`src/hdl/sdc_cfg.svh`:
```
// constants for the segment descriptor cache and system register block
`ifndef SDC_CFG_SVH
`define SDC_CFG_SVH

// ------------------------------------------------------------
// segment slots and cache reset contents
// ------------------------------------------------------------
`define SDC_SEG_CNT 6
`define SDC_SEG_CODE 3'h0
`define SDC_SEG_STACK 3'h1
`define SDC_SEG_DATA 3'h2
`define SDC_SEG_EXTRA 3'h3
`define SDC_SEG_FOURTH 3'h4
`define SDC_SEG_FIFTH 3'h5
`define SDC_REAL_LIMIT 32'h0000FFFF
`define SDC_REAL_ATTR 8'h93
`define SDC_RST_BASE 32'h00000000
`define SDC_RST_SEL 16'h0000

// ------------------------------------------------------------
// attribute byte fields
// ------------------------------------------------------------
`define SDC_ATTR_PRESENT 7
`define SDC_ATTR_CODE 3
`define SDC_ATTR_RW 1

// ------------------------------------------------------------
// system register index map
// ------------------------------------------------------------
`define SDC_SYS_MCR 4'h0
`define SDC_SYS_RSVD 4'h1
`define SDC_SYS_FAULT_ADDR 4'h2
`define SDC_SYS_PAGE_BASE 4'h3
`define SDC_SYS_GTB_BASE 4'h4
`define SDC_SYS_GTB_LIMIT 4'h5
`define SDC_SYS_ITB_BASE 4'h6
`define SDC_SYS_ITB_LIMIT 4'h7
`define SDC_SYS_LOCAL_SEL 4'h8
`define SDC_SYS_TASK_SEL 4'h9

// ------------------------------------------------------------
// machine control register bits, mask and reset value
// ------------------------------------------------------------
`define SDC_MCR_PG 31
`define SDC_MCR_CE 30
`define SDC_MCR_WT 29
`define SDC_MCR_PE 0
`define SDC_MCR_MASK 32'hE005002F
`define SDC_MCR_RST 32'h00000000
`define SDC_GP_CODE_ZERO 16'h0000
`define SDC_PRIV_TOP 2'h0

`endif

```
`src/hdl/sdc_pkg.sv`:
```
// types shared by the segment descriptor cache block
package sdc_pkg;

  // operating mode decoded from paging and protection enables
  typedef enum logic [1:0] {
    SDC_MODE_REAL = 2'b00,
    SDC_MODE_PROT = 2'b01,
    SDC_MODE_UNDEF = 2'b10,
    SDC_MODE_PAGED = 2'b11
  } sdc_mode_t;

  // kind of memory reference
  typedef enum logic [1:0] {
    SDC_ACC_READ = 2'b00,
    SDC_ACC_WRITE = 2'b01,
    SDC_ACC_EXEC = 2'b10,
    SDC_ACC_NONE = 2'b11
  } sdc_acc_t;

endpackage

```
`src/hdl/sdc_seg_check.sv`:
```
// per-reference linear address, limit check and attribute check
`timescale 1ns/1ps
`default_nettype none
`include "sdc_cfg.svh"

module sdc_seg_check (
  // cached descriptor of the segment in use
  input wire logic [31:0] base,
  input wire logic [31:0] limit,
  input wire logic [7:0] attr,
  // reference
  input wire logic [31:0] offset,
  input wire logic [1:0] size_m1,
  input wire sdc_pkg::sdc_acc_t acc,
  // results
  output logic [31:0] lin_addr,
  output logic limit_bad,
  output logic attr_bad
);

  // ------------------------------------------------------------
  // checks
  // ------------------------------------------------------------
  wire logic [32:0] last_byte;
  wire logic present;
  wire logic is_code;
  wire logic rw_ok;

  // base is a plain addend; carry out wraps like the real adder
  assign lin_addr = base + offset;
  // last byte of a multi-byte access must also sit inside the limit
  assign last_byte = {1'b0, offset} + {31'h0, size_m1};
  assign limit_bad = last_byte > {1'b0, limit};
  assign present = attr[`SDC_ATTR_PRESENT];
  assign is_code = attr[`SDC_ATTR_CODE];
  assign rw_ok = attr[`SDC_ATTR_RW];
  // code is never written, data never executed, code read needs rw
  assign attr_bad = !present
    || (acc == sdc_pkg::SDC_ACC_WRITE && (is_code || !rw_ok))
    || (acc == sdc_pkg::SDC_ACC_EXEC && !is_code)
    || (acc == sdc_pkg::SDC_ACC_READ && is_code && !rw_ok);

endmodule
`default_nettype wire

```
`src/hdl/sdc_core.sv`:
```
// segment selector and descriptor cache with system-level registers
`timescale 1ns/1ps
`default_nettype none
`include "sdc_cfg.svh"

module sdc_core (
  // clock and reset
  input wire logic clk,
  input wire logic rst,
  // selector load with the descriptor the selector indexes
  input wire logic sel_load,
  input wire logic [2:0] sel_idx,
  input wire logic [15:0] sel_value,
  input wire logic [31:0] desc_base,
  input wire logic [31:0] desc_limit,
  input wire logic [7:0] desc_attr,
  // memory reference
  input wire logic ref_valid,
  input wire logic [2:0] ref_seg,
  input wire logic [31:0] ref_offset,
  input wire logic [1:0] ref_size_m1,
  input wire sdc_pkg::sdc_acc_t ref_acc,
  output logic lin_valid_ff,
  output logic [31:0] lin_addr_ff,
  output logic ref_fault_ff,
  // system register access
  input wire logic sys_wr,
  input wire logic sys_rd,
  input wire logic [3:0] sys_idx,
  input wire logic [31:0] sys_wdata,
  input wire logic [1:0] cpl,
  output logic sys_ack_ff,
  output logic [31:0] sys_rdata_ff,
  output logic gp_fault_ff,
  output logic [15:0] gp_code_ff,
  // state seen by the rest of the core
  output sdc_pkg::sdc_mode_t mode,
  output logic [31:0] mcr_ff,
  output logic [31:0] page_base_ff
);

  // ------------------------------------------------------------
  // segment caches, one slot per selector register
  // ------------------------------------------------------------
  logic [15:0] sel_ff [`SDC_SEG_CNT];
  logic [31:0] base_ff [`SDC_SEG_CNT];
  logic [31:0] limit_ff [`SDC_SEG_CNT];
  logic [7:0] attr_ff [`SDC_SEG_CNT];
  wire logic real_mode;
  wire logic [31:0] real_base;

  // mode is pure decode of the two enables, never stored separately
  assign mode = sdc_pkg::sdc_mode_t'({mcr_ff[`SDC_MCR_PG],
                                      mcr_ff[`SDC_MCR_PE]});
  assign real_mode = !mcr_ff[`SDC_MCR_PE];
  assign real_base = {12'h000, sel_value, 4'h0};

  // each slot reloads on its own load strobe; in real mode the limit
  // and attributes keep whatever they held, as software expects
  genvar g;
  generate
    for (g = 0; g < `SDC_SEG_CNT; g++) begin : g_seg
      wire logic hit;
      wire logic [31:0] nxt_base;
      wire logic [31:0] nxt_limit;
      wire logic [7:0] nxt_attr;
      assign hit = sel_load && (sel_idx == 3'(g));
      assign nxt_base = real_mode ? real_base : desc_base;
      assign nxt_limit = real_mode ? limit_ff[g] : desc_limit;
      assign nxt_attr = real_mode ? attr_ff[g] : desc_attr;
      always_ff @(posedge clk or posedge rst) begin
        if (rst) begin
          sel_ff[g] <= `SDC_RST_SEL;
          base_ff[g] <= `SDC_RST_BASE;
          limit_ff[g] <= `SDC_REAL_LIMIT;
          attr_ff[g] <= `SDC_REAL_ATTR;
        end else if (hit) begin
          sel_ff[g] <= sel_value;
          base_ff[g] <= nxt_base;
          limit_ff[g] <= nxt_limit;
          attr_ff[g] <= nxt_attr;
        end
      end
    end
  endgenerate

  // ------------------------------------------------------------
  // memory reference path
  // ------------------------------------------------------------
  wire logic seg_ok;
  wire logic [2:0] seg_i;
  wire logic [31:0] chk_lin;
  wire logic chk_limit_bad;
  wire logic chk_attr_bad;
  wire logic ref_bad;

  // an unknown segment index faults rather than aliasing slot zero
  assign seg_ok = ref_seg < 3'(`SDC_SEG_CNT);
  assign seg_i = seg_ok ? ref_seg : 3'h0;

  sdc_seg_check u_check (
    .base(base_ff[seg_i]),
    .limit(limit_ff[seg_i]),
    .attr(attr_ff[seg_i]),
    .offset(ref_offset),
    .size_m1(ref_size_m1),
    .acc(ref_acc),
    .lin_addr(chk_lin),
    .limit_bad(chk_limit_bad),
    .attr_bad(chk_attr_bad)
  );

  assign ref_bad = !seg_ok || chk_limit_bad || chk_attr_bad;

  // a failing reference never reaches memory
  always_ff @(posedge clk or posedge rst) begin
    if (rst) begin
      lin_valid_ff <= 1'b0;
      lin_addr_ff <= 32'h00000000;
      ref_fault_ff <= 1'b0;
    end else begin
      lin_valid_ff <= ref_valid && !ref_bad;
      ref_fault_ff <= ref_valid && ref_bad;
      if (ref_valid && !ref_bad) begin
        lin_addr_ff <= chk_lin;
      end
    end
  end

  // ------------------------------------------------------------
  // system-level registers
  // ------------------------------------------------------------
  logic [31:0] fault_addr_ff;
  logic [31:0] gtb_base_ff;
  logic [15:0] gtb_limit_ff;
  logic [31:0] itb_base_ff;
  logic [15:0] itb_limit_ff;
  logic [15:0] local_sel_ff;
  logic [15:0] task_sel_ff;
  wire logic sys_req;
  wire logic priv_ok;
  wire logic idx_bad;
  wire logic mcr_bad;
  wire logic sys_bad;
  wire logic wr_ok;
  wire logic [31:0] rd_mux;

  assign sys_req = sys_wr || sys_rd;
  assign priv_ok = cpl == `SDC_PRIV_TOP;
  // the reserved slot and anything above the map fault like a bad index
  assign idx_bad = sys_idx == `SDC_SYS_RSVD
    || sys_idx > `SDC_SYS_TASK_SEL;
  // paging without protection, or fills on with write-through off
  assign mcr_bad = sys_wr && sys_idx == `SDC_SYS_MCR
    && ((sys_wdata[`SDC_MCR_PG] && !sys_wdata[`SDC_MCR_PE])
    || (sys_wdata[`SDC_MCR_CE] && !sys_wdata[`SDC_MCR_WT]));
  assign sys_bad = !priv_ok || idx_bad || mcr_bad;
  assign wr_ok = sys_wr && !sys_bad;

  // read selection; narrow registers read with zeros above
  assign rd_mux =
    sys_idx == `SDC_SYS_MCR ? mcr_ff :
    sys_idx == `SDC_SYS_FAULT_ADDR ? fault_addr_ff :
    sys_idx == `SDC_SYS_PAGE_BASE ? page_base_ff :
    sys_idx == `SDC_SYS_GTB_BASE ? gtb_base_ff :
    sys_idx == `SDC_SYS_GTB_LIMIT ? {16'h0000, gtb_limit_ff} :
    sys_idx == `SDC_SYS_ITB_BASE ? itb_base_ff :
    sys_idx == `SDC_SYS_ITB_LIMIT ? {16'h0000, itb_limit_ff} :
    sys_idx == `SDC_SYS_LOCAL_SEL ? {16'h0000, local_sel_ff} :
    sys_idx == `SDC_SYS_TASK_SEL ? {16'h0000, task_sel_ff} :
    32'h00000000;

  // writes; only the ten defined control bits are kept
  always_ff @(posedge clk or posedge rst) begin
    if (rst) begin
      mcr_ff <= `SDC_MCR_RST;
      fault_addr_ff <= 32'h00000000;
      page_base_ff <= 32'h00000000;
      gtb_base_ff <= 32'h00000000;
      gtb_limit_ff <= 16'hFFFF;
      itb_base_ff <= 32'h00000000;
      itb_limit_ff <= 16'hFFFF;
      local_sel_ff <= 16'h0000;
      task_sel_ff <= 16'h0000;
    end else if (wr_ok) begin
      case (sys_idx)
        `SDC_SYS_MCR: mcr_ff <= sys_wdata & `SDC_MCR_MASK;
        `SDC_SYS_FAULT_ADDR: fault_addr_ff <= sys_wdata;
        `SDC_SYS_PAGE_BASE: page_base_ff <= sys_wdata;
        `SDC_SYS_GTB_BASE: gtb_base_ff <= sys_wdata;
        `SDC_SYS_GTB_LIMIT: gtb_limit_ff <= sys_wdata[15:0];
        `SDC_SYS_ITB_BASE: itb_base_ff <= sys_wdata;
        `SDC_SYS_ITB_LIMIT: itb_limit_ff <= sys_wdata[15:0];
        `SDC_SYS_LOCAL_SEL: local_sel_ff <= sys_wdata[15:0];
        `SDC_SYS_TASK_SEL: task_sel_ff <= sys_wdata[15:0];
        default: mcr_ff <= mcr_ff;
      endcase
    end
  end

  // answer: ack on success, general protection fault otherwise
  always_ff @(posedge clk or posedge rst) begin
    if (rst) begin
      sys_ack_ff <= 1'b0;
      sys_rdata_ff <= 32'h00000000;
      gp_fault_ff <= 1'b0;
      gp_code_ff <= `SDC_GP_CODE_ZERO;
    end else begin
      sys_ack_ff <= sys_req && !sys_bad;
      gp_fault_ff <= sys_req && sys_bad;
      gp_code_ff <= `SDC_GP_CODE_ZERO;
      if (sys_rd && !sys_bad) begin
        sys_rdata_ff <= rd_mux;
      end
    end
  end
endmodule
`default_nettype wire

```
`config.mk`:
```
export PLATFORM = sky130hd
export DESIGN_NAME = sdc_core
export DESIGN_NICKNAME = d
export VERILOG_FILES = /design/src/hdl/sdc_pkg.sv /design/src/hdl/sdc_seg_check.sv /design/src/hdl/sdc_core.sv
export VERILOG_INCLUDE_DIRS = /design/src /design/src/hdl
export SDC_FILE = /design/constraint.sdc
export NUM_CORES = 2
export LEC_CHECK = 0
export BUFFER_PORTS_ARGS = -buffer_cell sky130_fd_sc_hd__buf_4
export CAP_MARGIN = 5
export CORE_ASPECT_RATIO = 1.25
export CORE_UTILIZATION = 55
export DETAILED_ROUTE_END_ITERATION = 6
export PLACE_DENSITY = 0.81
export SKIP_LAST_GASP = 1
export SLEW_MARGIN = 30
export SYNTH_ARGS = -nofsm -noshare
export SYNTH_HDL_FRONTEND = slang
export SYNTH_SLANG_ARGS = --single-unit
```
`constraint.sdc`:
```
create_clock -name clk -period 23.1 [get_ports clk]
set_input_delay 1.155 -clock clk [delete_from_list [all_inputs] [get_ports clk]]
set_output_delay 1.155 -clock clk [all_outputs]
set_load 0.1 [all_outputs]
```
Word level (Yosys, flattened, before mapping)
Cells that the tools add are included.
{ "totals": {"ff_bits": 702, "inputBits": 174, "out_inout_bits": 150, "wordCells": 135} }
{ "op_classes": {"n_addsub": 2, "magnitude_cmp": 4, "n_eq_ne": 16, "mux": 20, "bitwise": 1, "reduce_logical": 59} }
{ "ops": {"columns": ["op", "n"], "rows": [
  ["$mux 32", 11],
  ["$bmux 32 s3", 2],
  ["$mux 16", 3],
  ["$add 32x2->33", 1],
  ["$gt 33x32->1", 1],
  ["$add 32x32->32", 1],
  ["$reduce_and 2->1", 15],
  ["$bmux 8 s3", 1],
  ["$logic_and 1x1->1", 20],
  ["$eq 4x3->1 const B", 4],
  ["$mux 8", 2],
  ["$logic_or 1x1->1", 11],
  ["$logic_not 1->1", 9],
  ["$eq 4x2->1 const B", 2],
  ["$eq 4x4->1 const B", 2],
  ["$eq 3x2->1 const B", 2],
  ["$eq 3x3->1 const B", 2],
  ["$eq 4x1->1 const B", 1],
  ["$ge 4x4->1 const B", 1],
  ["$gt 4x4->1 const B", 1],
  ["$logic_not 2->1", 2],
  ["$logic_not 4->1", 1],
  ["$not 3->4", 1],
  ["$eq 3x1->1 const B", 1],
  ["other kinds (5)", 5]
]} }

Logic depth before layout (Yosys ltp)
{ "depth": {"ltp_word": 15, "mapped_depth": 21, "depth_no_buf": 19} }

By module
From an unflattened synthesis, not the netlist that was laid out.
{ "unflattened": {"cells_unflattened": 3121, "area_unflattened_um2": 35490.3} }
{ "by_module_without_submodules": {"columns": ["mod", "instances", "cells_each", "area_per_inst_um2", "seq_area_each_um2"], "rows": [
  ["sdc_core", 1, 2711, 32488.7, 17757.0],
  ["sdc_seg_check", 1, 410, 3001.6, 0.0]
]} }

Worst setup path before layout
No wires, ideal clock.
{ "synth_timing": {"path_type": "input port to flip-flop", "from": "input ref_seg[0]", "to": "register lin_addr_ff[27]", "setup_ps": 82, "t_arrival_ps": 4992, "t_required_ps": 23018, "path_slack_ps": 18026, "cell_stages": 16, "path_buffers": 6, "cell_sequence": "buf_4 > clkbuf_1 > clkbuf_1 > buf_1 > clkbuf_1 > a21oi_1 > ha_1 > buf_2 > nand2_1 > a2111oi_2 > nor2_1 > a211o_1 > a31o_2 > o21a_1 > or3_1 > a31oi_1"} }
{ "synth_via": {"elab_chain_cells": 15, "elab_cells_between_ends": 30, "classes_between": "1 x add/sub; 2 x order compare; 10 x mux; 1 x bitwise; 16 x reduce/logical"} }
{ "synth_rtl": {"columns": ["element", "line", "source"], "rows": [
  ["start, declared", "sdc_core.sv:19", "input wire logic [2:0] ref_seg,"],
  ["branches (longest 15 deep; another with $gt 33x32->1)", null, null],
  ["end signal, assigned", "sdc_core.sv:125", "lin_addr_ff <= chk_lin;"],
  ["end, declared", "sdc_core.sv:24", "output logic [31:0] lin_addr_ff,"]
]} }
Parallel ways; which one is timed is not known. The select of a mux whose other input is x is not followed.
A chain may end at the register's enable or synchronous reset.

Worst setup path in the final report
{ "layout_timing": {"from": "input ref_seg[2]", "to": "register lin_addr_ff[19]"} }
Same word-level chain as after synthesis.

==> results by group <==
Status
  – Result of the run: finished, violations left
  – Failing checks: design-rule violations

Timing
  – Unrepaired setup endpoints after global routing: false
  – Setup violation total in the final timing report: 0
  – Post-route fraction of the period consumed by the critical path: 26.4%
  – Worst setup margin: 17.01 ns
  – Setup TNS after final layout: 0 ns
  – Pins over their slew limit: 0
  – Hold Violations, Final: 0
  – Final clock skew: 0.0212 ns
  – Worst slew slack as a fraction of its limit: 28.6%
  – Minimum period implied by the final worst setup slack: 6.09 ns
  – Transition time at the pin with the least slew margin: 1.07 ns
  – Fmax: 164 MHz

CTS
  – Max Buffers Root-to-Sink: 3
  – Clock transition time at the flip-flop clock pins of the worst setup and hold paths: 0.07 ns
  – Cells resized by post-CTS repair: 0
  – Later-pin clock latency in the skew report: 0.63 ns
  – Number of H-tree levels: 3
  – Number of buffers created by CTS: 68
  – TritonCTS clock tree: yes
  – Clock sink total: 672
  – Cell at the root of the clock tree: sky130_fd_sc_hd__clkbuf_16
  – Post CTS Setup Buffer Count: 0
  – Hold Buf Count CTS: 0

Pwr
  – Proportion of power drawn by flip-flops and latches: 43.5%
  – PD cells: 86.1 nW/um^2
  – Net Switching: 1.04 mW
  – Leakage: 17.6 nW
  – Comb power frac: 22.0%
  – Fraction of power spent switching nets: 32.0%
  – Total power: 3.24 mW
  – Proportion of power drawn by the clock network: 34.5%
  – Internal Pwr Total: 2.20 mW
  – Maximum vdd ir drop: 67.3 uV

Final layout
  – Share of final-layout standard cells stronger than drive strength 1: 32.2%
  – Filler-free cell count of the finished design: 3978
  – # nets final: 3406
  – Share of the core filled with cells in the final layout: 64.2%
  – Synthesis-to-layout area growth: 15.2%
  – FILL cells: 4336

Setup path
  – Buffer and inverter count on the worst path: 5
  – Top cell by count, worst path: sky130_fd_sc_hd__buf_4
  – Family with the most delay on the worst path: simple AND/OR/NAND/NOR gates
  – Class of the most critical setup path: in -> reg
  – Crit path required time: 23.61 ns
  – CP max FO: 59
  – Crit Reg-Reg Startpoint: limit_ff[79]$_DFFE_PP1P_
  – Kind of start point of the critical path: primary input
  – Critical Path Sink Type: register
  – Slowest cell on crit path: sky130_fd_sc_hd__nand2_1
  – Longest individual stage delay on the worst path: 0.66 ns
  – CP Data Arrival Time: 6.61 ns
  – Critical path, cell by cell: buf_4 -> inv_1 -> buf_4 -> nand2_2 -> buf_4 -> nand2_1 -> a21oi_1 -> nor2_1 -> ha_1 -> nand4_1 -> nor4_1 -> o21ai_0 -> a31oi_1 -> o21ai_1 -> nand3_4 -> inv_2 -> o211a_1 -> a211o_1
  – Launch point of the worst path: ref_seg[2]

Logic synthesis
  – Fraction of registers with async set/reset: 100%
  – Post-synthesis sequential element count: 672
  – Synth Flop Type: sky130_fd_sc_hd__dfrtp_1
  – Area fraction of the dominant cell type after synthesis: 40.8%
  – Synthesized instance count: 2953
  – Count of flip-flops with a built-in enable after synthesis: 0
  – Sequential-to-total area share from yosys stat: 52.0%
  – Average cell area after synthesis: 11.1 um^2
  – Cells taking the most area after synthesis: sky130_fd_sc_hd__dfrtp_1, sky130_fd_sc_hd__mux2_2, sky130_fd_sc_hd__dfstp_2
  – Yosys warnings: 0
  – Synth cell count leaders: sky130_fd_sc_hd__dfrtp_1, sky130_fd_sc_hd__nand2_1, sky130_fd_sc_hd__mux2_2
  – Cell type contributing the most total cell area after synthesis: sky130_fd_sc_hd__dfrtp_1
  – Synthesized cell area: 32700 um^2
  – Yosys cell types: 72
  – Most used standard cell by instance count after synthesis: sky130_fd_sc_hd__dfrtp_1

Drt
  – Antenna violation net count after detailed routing: 0
  – Via count normalized by instance count: 6.14
  – Drt drc: 80
  – DRT iter0 DRCs: 2172
  – Wire per inst: 22.1 um
  – Routed via count: 24400
  – Aggregate routed wire length: 88.0 mm
  – Detailed-routing iteration count for the pre-antenna-repair pass: 7

Floorplan
  – Die Width: 220 um
  – Core area: 58600 um^2
  – Total I/O pin count: 324
  – Die H: 274 um
  – Initial cell density of the core: 55.7%
  – Number of placement rows: 99
  – Die area: 60400 um^2

Placed design
  – Number of placed instances, taps included: 3849
  – Count of input and output buffers: 280
  – Routability-driven placement congestion ratio: 0.904
  – Setup WS pre-CTS: 16.35 ns
  – Detailed placement HPWL: 56.8 mm

Worst hold path
  – Launch instance of the worst min-delay path: base_ff[144]$_DFFE_PP0P_
  – Class of the worst hold path: reg -> reg

Job
  – Max-Cap Viols: 0

Global routing
  – Number of antenna violations at the first check in global routing: 12
  – Global-route congestion overflow total: 0
  – Overall Global Routing Usage: 29.2%
  – Maximum number of pins on one net before global-route repair: 186
  – First-pass GRT wire length: 137 mm
  – Number of global-route vias before repair: 25100
metal layers:
layer  wire length (um)  share of wire [%]  GRT usage, %
met3               6160                7.0          5.51
met2              44400                 50          49.7
met1              33600                 38          35.0
met4               3720                4.2          15.2
met5                118               0.13             0
cell families (layout without fill, tap and decap cells):
group	Yosys count	after routing	share of synthesized area (%)
adder cells (fa/ha/maj)	68	68	2.65
AND/OR/NAND/NOR	668	668	8.77
other	1	42	0.0115
multiplexers	542	542	18.3
buffers and inverters	247	474	3.54
XOR/XNOR	52	52	1.39
AO/OA/AOI/OAI	703	703	13.3
flip-flops	672	672	52.0
area by class of cell:
class | count | area [um^2] | share of cell area [%]
Timing Repair Buffer | 328 | 2570 | 6.82
Multi-Input combinational cell | 2071 | 14800 | 39.2
Tap cell | 757 | 947 | 2.52
Inverter | 24 | 103 | 0.273
Clock buffer | 96 | 1960 | 5.21
Sequential cell | 672 | 17000 | 45.1
Antenna cell | 4 | 10.0 | 0.0266
Clock inverter | 26 | 314 | 0.834
worst reg2reg max path, cell delays in order (launching register included):
cell	delay (ns)
sky130_fd_sc_hd__dfstp_2	0.52
sky130_fd_sc_hd__mux2i_1	0.06
sky130_fd_sc_hd__nand2_1	0.09
sky130_fd_sc_hd__o21ai_0	0.08
sky130_fd_sc_hd__a32oi_1	0.17
sky130_fd_sc_hd__nand2_1	0.21
sky130_fd_sc_hd__ha_1	0.38
sky130_fd_sc_hd__nand4_1	0.15
sky130_fd_sc_hd__nor4_1	0.40
sky130_fd_sc_hd__o21ai_0	0.16
sky130_fd_sc_hd__a31oi_1	0.21
sky130_fd_sc_hd__o21ai_1	0.18
sky130_fd_sc_hd__nand3_4	0.49
sky130_fd_sc_hd__inv_2	0.28
sky130_fd_sc_hd__o211a_1	0.19
sky130_fd_sc_hd__a211o_1	0.26
metrics by stage:
step | hold WS, ns | area (um^2)
global placement | 0.456 | 35200
detailed placement | 0.466 | 35300
floorplan | 0.444 | 32800
global route | 0.496 | 37600
finish | 0.475 | 37600
CTS | 0.480 | 37500
cell usage in the layout, fill, tap and decap left out, types with 18 or more instances in the layout:
cell	Yosys	final
sky130_fd_sc_hd__conb_1	1	38
sky130_fd_sc_hd__a21oi_1	109	109
sky130_fd_sc_hd__a21o_1	37	37
sky130_fd_sc_hd__o22a_1	20	20
sky130_fd_sc_hd__mux2i_1	106	106
sky130_fd_sc_hd__nand3_1	29	26
sky130_fd_sc_hd__clkbuf_16	0	70
sky130_fd_sc_hd__buf_4	44	320
sky130_fd_sc_hd__a22oi_1	36	36
sky130_fd_sc_hd__mux2_2	424	424
sky130_fd_sc_hd__dfrtp_1	532	531
sky130_fd_sc_hd__o22ai_1	69	69
sky130_fd_sc_hd__o21ai_0	287	287
sky130_fd_sc_hd__nand4_1	18	18
sky130_fd_sc_hd__inv_1	23	22
sky130_fd_sc_hd__xnor2_1	28	28
sky130_fd_sc_hd__o211ai_1	29	29
sky130_fd_sc_hd__dfstp_2	140	140
sky130_fd_sc_hd__nor2_1	89	87
sky130_fd_sc_hd__ha_1	65	65
sky130_fd_sc_hd__nand2_1	446	442
sky130_fd_sc_hd__xor2_1	24	24
sky130_fd_sc_hd__a221oi_1	19	19
flip-flops by register name, summed over array words and instances, names as in the netlist:
signal         cells
base_ff          192
limit_ff         192
fault_addr_ff     32
gtb_base_ff       32
itb_base_ff       32
lin_addr_ff       32
page_base_ff      32
sys_rdata_ff      32
attr_ff           18
gtb_limit_ff      16
itb_limit_ff      16
local_sel_ff      16
task_sel_ff       16
mcr_ff            10
gp_fault_ff        1
lin_valid_ff       1
ref_fault_ff       1
sys_ack_ff         1
power groups by stage:
| stage | sequential [mW] | combinational, mW | clock (mW) |
|---|---|---|---|
| after floorplan | 1.60 | 0.347 | 0 |
| after detailed placement | 1.43 | 0.708 | 0 |
| final | 1.41 | 0.713 | 1.12 |
| after global routing | 1.43 | 0.764 | 1.18 |
| after CTS | 1.41 | 0.711 | 1.13 |
| after global placement | 1.42 | 0.686 | 0 |
path summary, 6_finish.rpt:
check,endpoint,slack (ns),cells after the start
min in group asynchronous,page_base_ff[22]$_DFFE_PP0P_,0.60,2
worst max-delay path,lin_addr_ff[19]$_DFFE_PP0P_,17.01,18
max in group asynchronous,limit_ff[74]$_DFFE_PP1P_,19.97,6
worst min-delay path,base_ff[144]$_DFFE_PP0P_,0.47,2
worst max register to register,lin_addr_ff[19]$_DFFE_PP0P_,19.16,15
worst min register to register,base_ff[144]$_DFFE_PP0P_,0.47,2
Power figures use the tool's default switching activity.
